<file path="src/rtl/supply_guard_pkg.sv">
//////////////////////////////////////////////////////////////////////////////
// Purpose: Shared constants and types for the battery preservation monitor.
// Assumes: Register offsets address an 8-bit register space.
// Notes: Supply thresholds for undervoltage are handled in millivolts.
//////////////////////////////////////////////////////////////////////////////
package supply_guard_pkg;

   localparam int ADDR_W = 8;
   localparam int DATA_W = 8;
   localparam int MV_W = 12;

   localparam logic [7:0] SUPPLY_GUARD_CONFIG_OFS = 8'h09;
   localparam logic [7:0] BATTERY_SAVE_THRESHOLD_A_OFS = 8'h0A;
   localparam logic [7:0] BATTERY_SAVE_THRESHOLD_B_OFS = 8'h0B;

   localparam logic [7:0] SUPPLY_GUARD_CONFIG_RST = 8'h00;
   localparam logic [7:0] BATTERY_SAVE_THRESHOLD_A_RST = 8'h92;
   localparam logic [7:0] BATTERY_SAVE_THRESHOLD_B_RST = 8'h8D;
   localparam logic [7:0] CLAMP_RST = 8'h00;

   // Undervoltage threshold is base plus code times step.
   localparam logic [11:0] UV_BASE_MV = 12'h9C4;
   localparam logic [11:0] UV_STEP_MV = 12'h064;

   typedef enum logic [1:0] {
      SAVE_OFF = 2'b00,
      SAVE_ONE = 2'b01,
      SAVE_BOTH = 2'b10,
      SAVE_UNDEF = 2'b11
   } save_select_e;

   typedef enum logic [1:0] {
      CLAMP_FULL = 2'b00,
      CLAMP_ONE = 2'b01,
      CLAMP_TWO = 2'b10
   } clamp_level_e;

   // Field layout of the supply guard configuration register.
   typedef struct packed {
      save_select_e battery_save_level_select;
      logic [2:0] reserved;
      logic [2:0] undervoltage_threshold_code;
   } guard_cfg_s;

   typedef struct packed {
      logic [7:0] overdrive_limit_full;
      logic [7:0] overdrive_limit_one;
      logic [7:0] overdrive_limit_two;
   } limit_set_s;

endpackage

</file>
<file path="src/rtl/battery_preservation_monitor.sv">
//////////////////////////////////////////////////////////////////////////////
// Purpose: Supply guard configuration, undervoltage cut-off and
//          battery-saving overdrive clamp selection.
// Assumes: Register port strobes are one-cycle pulses; supply inputs are
//          synchronous to sys_clk.
// Notes: The clamp is latched once per effect at effect_start.
// What this block does
// - Level select bits 7-6 off at 0, first level only at 1.
// - Level select 2 enables first and second levels together.
// - Bits 2-0 pick 2.5 V to 3.2 V in 0.1 V steps, reset to code 0.
// - Supply under the threshold cuts the output stage and enters standby.
// - First level below threshold A uses limit one; A resets to 146.
// - Second level below threshold B (bits 7-0) uses limit two.
// - Supply is sampled once at effect start; clamp holds during the effect.
//////////////////////////////////////////////////////////////////////////////
`timescale 1ns/10ps
module battery_preservation_monitor (
   input wire logic sys_clk,
   input wire logic rst_n,
   input wire logic [7:0] reg_addr,
   input wire logic [7:0] reg_wdata,
   input wire logic reg_wr,
   input wire logic reg_rd,
   output logic [7:0] reg_rdata,
   input wire logic [11:0] supply_mv,
   input wire logic [7:0] supply_code,
   input wire supply_guard_pkg::limit_set_s limits,
   input wire logic effect_start,
   input wire logic effect_done,
   output logic [7:0] od_clamp,
   output logic [1:0] clamp_level,
   output logic effect_playing,
   output logic stage_enable,
   output logic standby
);

   typedef struct packed {
      supply_guard_pkg::guard_cfg_s cfg;
      logic [7:0] thr_a;
      logic [7:0] thr_b;
      logic [7:0] rdata;
      logic [7:0] clamp;
      supply_guard_pkg::clamp_level_e level;
      logic playing;
      logic stage_en;
      logic standby;
   } monitor_state_s;

   monitor_state_s s;
   monitor_state_s next_s;
   logic uv_low;
   logic sample;

   ///////////////////////////////////////////////////////////////////////////
   undervoltage_compare u_uv (
      .undervoltage_threshold_code(s.cfg.undervoltage_threshold_code),
      .supply_mv(supply_mv),
      .below(uv_low)
   );

   assign sample = effect_start && !uv_low;

   ///////////////////////////////////////////////////////////////////////////
   always_comb begin
      next_s = s;
      if (reg_wr) begin
         unique case (reg_addr)
            supply_guard_pkg::SUPPLY_GUARD_CONFIG_OFS: begin
               next_s.cfg = supply_guard_pkg::guard_cfg_s'(reg_wdata);
            end
            supply_guard_pkg::BATTERY_SAVE_THRESHOLD_A_OFS: begin
               next_s.thr_a = reg_wdata;
            end
            supply_guard_pkg::BATTERY_SAVE_THRESHOLD_B_OFS: begin
               next_s.thr_b = reg_wdata;
            end
            default: begin
            end
         endcase
      end
      if (reg_rd) begin
         unique case (reg_addr)
            supply_guard_pkg::SUPPLY_GUARD_CONFIG_OFS: begin
               next_s.rdata = s.cfg;
            end
            supply_guard_pkg::BATTERY_SAVE_THRESHOLD_A_OFS: begin
               next_s.rdata = s.thr_a;
            end
            supply_guard_pkg::BATTERY_SAVE_THRESHOLD_B_OFS: begin
               next_s.rdata = s.thr_b;
            end
            default: begin
               next_s.rdata = 8'h00;
            end
         endcase
      end
      if (effect_done) begin
         next_s.playing = 1'b0;
      end
      // The supply code is judged only here; apart from reset, nothing else touches the clamp.
      if (sample) begin
         next_s.playing = 1'b1;
         next_s.level = supply_guard_pkg::CLAMP_FULL;
         next_s.clamp = limits.overdrive_limit_full;
         unique case (s.cfg.battery_save_level_select)
            supply_guard_pkg::SAVE_ONE: begin
               if (supply_code < s.thr_a) begin
                  next_s.level = supply_guard_pkg::CLAMP_ONE;
                  next_s.clamp = limits.overdrive_limit_one;
               end
            end
            supply_guard_pkg::SAVE_BOTH: begin
               if (supply_code < s.thr_b) begin
                  next_s.level = supply_guard_pkg::CLAMP_TWO;
                  next_s.clamp = limits.overdrive_limit_two;
               end else if (supply_code < s.thr_a) begin
                  next_s.level = supply_guard_pkg::CLAMP_ONE;
                  next_s.clamp = limits.overdrive_limit_one;
               end
            end
            default: begin
               // Off, and the undefined code 3, apply no saving.
            end
         endcase
      end
      // Undervoltage cuts the stage on the next clock edge and ends any effect.
      next_s.stage_en = !uv_low;
      next_s.standby = uv_low;
      if (uv_low) begin
         next_s.playing = 1'b0;
      end
      if (!rst_n) begin
         next_s.cfg = supply_guard_pkg::guard_cfg_s'(
            supply_guard_pkg::SUPPLY_GUARD_CONFIG_RST);
         next_s.thr_a = supply_guard_pkg::BATTERY_SAVE_THRESHOLD_A_RST;
         next_s.thr_b = supply_guard_pkg::BATTERY_SAVE_THRESHOLD_B_RST;
         next_s.rdata = 8'h00;
         next_s.clamp = supply_guard_pkg::CLAMP_RST;
         next_s.level = supply_guard_pkg::CLAMP_FULL;
         next_s.playing = 1'b0;
         next_s.stage_en = 1'b0;
         next_s.standby = 1'b1;
      end
   end

   always_ff @(posedge sys_clk) begin
      s <= next_s;
   end

   assign reg_rdata = s.rdata;
   assign od_clamp = s.clamp;
   assign clamp_level = s.level;
   assign effect_playing = s.playing;
   assign stage_enable = s.stage_en;
   assign standby = s.standby;
endmodule

</file>
<file path="src/rtl/undervoltage_compare.sv">
//////////////////////////////////////////////////////////////////////////////
// Purpose: Decodes the undervoltage code and compares the supply against it.
// Assumes: Supply is presented in millivolts, synchronous to the clock.
// Notes: Purely combinational; the caller registers the result.
//////////////////////////////////////////////////////////////////////////////
`timescale 1ns/10ps
module undervoltage_compare (
   input wire logic [2:0] undervoltage_threshold_code,
   input wire logic [11:0] supply_mv,
   output logic below
);

   function automatic logic [11:0] threshold_mv(input logic [2:0] code);
      logic [11:0] step;
      step = 12'(code) * supply_guard_pkg::UV_STEP_MV;
      threshold_mv = 12'(supply_guard_pkg::UV_BASE_MV + step);
   endfunction

   always_comb begin
      below = supply_mv < threshold_mv(undervoltage_threshold_code);
   end

endmodule

</file>
<file path="config.mk">
export PLATFORM = sky130hd
export DESIGN_NAME = battery_preservation_monitor
export DESIGN_NICKNAME = d
export VERILOG_FILES = /design/src/rtl/supply_guard_pkg.sv /design/src/rtl/battery_preservation_monitor.sv /design/src/rtl/undervoltage_compare.sv
export SDC_FILE = /design/constraint.sdc
export NUM_CORES = 1
export LEC_CHECK = 0
export BUFFER_PORTS_ARGS = -buffer_cell sky130_fd_sc_hd__buf_4
export CORE_MARGIN = 2
export CORE_UTILIZATION = 46
export CTS_CLUSTER_SIZE = 28
export DETAILED_ROUTE_END_ITERATION = 10
export GPL_TIMING_DRIVEN = 0
export HOLD_SLACK_MARGIN = 0.08
export PLACE_DENSITY_LB_ADDON = 0.15
export REMOVE_ABC_BUFFERS = 1
export SYNTH_ARGS = -nofsm -noshare
export SYNTH_HDL_FRONTEND = slang
export SYNTH_SLANG_ARGS = --single-unit
</file>
<file path="constraint.sdc">
create_clock -name sys_clk -period 3.3 [get_ports sys_clk]
set_input_delay 0.66 -clock sys_clk [delete_from_list [all_inputs] [get_ports sys_clk]]
set_output_delay 0.66 -clock sys_clk [all_outputs]
set_load 0.01 [all_outputs]
</file>
==> metrics <==
PwrDens 318 nW/um2; RSZ-0062 raised after global routing false; number of synthesized flops with an enable pin 0; largest net degree at the start of global routing 21; post-synth top area cell dfxtp_1; initial core utilization ~48%; final worst path period need 3.10 ns; Synth top area share 31.5%; Top FF cell, synth dfxtp_1; main area contributors after synthesis dfxtp_1, ha_1, mux2i_1; final setup fails 0; final antenna diode count 0; Die Span X 82.8 um; Die Y about 83 um; Ports 87; max-cap violations 0; busiest grt layer met2; Remaining Overflow, GRT 0; crit-path max FO 5; GR Util met2 33.1%; Final period util 93.9%; Setup CP Type reg -> reg; Core Region 5960 um2; CP cell instances inv_1, ha_1, inv_1, ha_1, nor3_1, a21oi_1, ha_1, nand2_1, nor3_1, a21o_1, a21o_2, or4b_1, a21oi_1; Vias 2,423; wire length of the first global-routing pass 11,200 um; Least-Margin Pin Slew approximately 0.76 ns; final setup margin between 0.2 and 0.25 ns; clk sinks 45; commonest cells in the netlist dfxtp_1, mux2i_1, ha_1; worst-skew pair later-pin latency about 0.30 ns; Mapped Area 2860 um2; CTS clk-pin slew, worst paths 0.08 ns; WL/cell 14.4 um; clock skew approximately 0.0044 ns; num rows 28; async set or reset register ratio after synthesis 0%; Detail Route Antenna Nets 0; Worst EP arrival 3.33 ns; initial drt markers 102; Layout Nets between 400 and 500; critical path endpoint category flop; gpl congestion 0.773; DP Worst Slack 0.0994 ns; pins over their slew limit 0; post-route cell area 3510 um2; maximum clock frequency 0.323 GHz; VDD IR max 155 uV; DR pass1 iterations 4; Synth Register Bits 45; CTS resizes 0; P&R area growth vs syn 23.0%; Max stage delay on crit path 0.43 ns; average size of a mapped cell 9.13 um2; CTS tree done; fraction of layout cells with a size suffix above 1 just under 30%; clk buf depth 2; drt drc 0; # H-tree levels 2; post-synth cell types 45; initial antenna violation count 0; count leader, synth dfxtp_1; register area share after synthesis between 30% and 40%; Placement Cell Area 3400 um2; Req. time, crit path 3.53 ns; DP HPWL 5020 um; CTS Buf Count 5; Rel. slew slack 49.1%; Routed WL 6520 um; Leak Pwr 1.72 nW; cts hold-fix bufs 0; M3 GR Usage 4.37%; status complete, no violations; die area roughly 7000 um2; fillers 572; Post-CTS Setup Bufs 0; Global Route met1 Usage between 20% and 30%; crit path launch type flop; Synth Instances between 300 and 400; vias per cell 5.35; yosys warns 0; vias in the first global route 2,362; most used cell, CP ha_1; GRT Total Usage 19.7%; worst min path class reg -> reg; Slowest-stage cell, CP or4b_1; Final Hold Fails 0; CTS root buffer clkbuf_8; Port Buffer Count 84
[cell families after synthesis]
kind of cell,after synthesis,share of synthesized area (%)
AO/OA/AOI/OAI,74,18.8
AND/OR/NAND/NOR,72,13.0
buffers and inverters,53,9.90
flip-flops,45,31.5
multiplexers,35,12.5
adder cells (fa/ha/maj),29,12.7
XOR/XNOR,5,1.53
[stage by stage]
stage	cells	setup TNS (ns)	util, %	hold WS, ns	total power [mW]
finish	453	0	59.0	0.460	1.12
global route	453	0	59.0	0.490	1.17
CTS	453	0	58.9	0.463	1.13
detailed placement	445	0	57.2	0.443	0.755
global placement	444	-0.0394	57.0	0.439	0.750
floorplan	285	0	-	0.451	0.646
[worst paths after layout]
check	cells past startpoint	slack, ns	end	startpoint
min reg2reg	2	0.46	reg_rdata[4]$_SDFFE_PN0P_	reg_rdata[4]$_SDFFE_PN0P_
min	2	0.46	reg_rdata[4]$_SDFFE_PN0P_	reg_rdata[4]$_SDFFE_PN0P_
max	13	0.20	clamp_level[0]$_SDFFE_PN0P_	s[38]$_SDFFE_PN0P_
max reg2reg	13	0.20	clamp_level[0]$_SDFFE_PN0P_	s[38]$_SDFFE_PN0P_
[worst max-delay path: cells and delay by family, from the launching register on]
kind,cells,cell delay (ns)
simple gates,4,1.02
fa+ha+maj,3,0.91
compound gates,4,0.58
flops,1,0.40
buf+inv,2,0.11
[registers in the layout, indices dropped and copies added, names as in the netlist]
register and cells:
od_clamp 8, reg_rdata 8, standby 1, effect_playing 1
stage_enable 1, s 24, clamp_level 2
[per-layer routing]
layer / vias to the layer above / share of wire [%]
met4: 0 / 1.3
met3: 7 / 3.2
met2: 39 / 50
li1: 1226 / -
met1: 1151 / 46
met5: - / 0
[cell usage in the layout, fill, tap and decap left out, types with 2 or more instances in the layout]
cell,count
inv_1,25
buf_4,85
ha_1,29
a22oi_1,16
nor3_1,3
o21a_1,2
mux2i_1,30
nor2_1,25
nand3_1,4
and3_1,3
clkbuf_8,7
o21ai_0,14
o211ai_1,11
o211a_1,8
dfxtp_1,45
nand2_1,25
a21oi_1,10
a21o_1,3
xnor2_1,4
mux2_2,5
[cell type report]
type / count / area (um2) / area share (%)
sequential: 45 / 901 / 25.6
clock buffer: 7 / 96.3 / 2.74
clock inverter: 1 / 5.00 / 0.142
inverter: 25 / 93.8 / 2.67
multi-input combinational: 215 / 1690 / 48.0
tap: 75 / 93.8 / 2.67
timing repair buffer: 85 / 638 / 18.2
[where the power goes]
group          internal (mW)  switching, mW  leakage, nW
Sequential             0.552        0.00427        0.365
Clock                  0.189          0.186       0.0542
Combinational          0.102         0.0845         1.30
No activity file was read; power rests on OpenSTA's default activity.
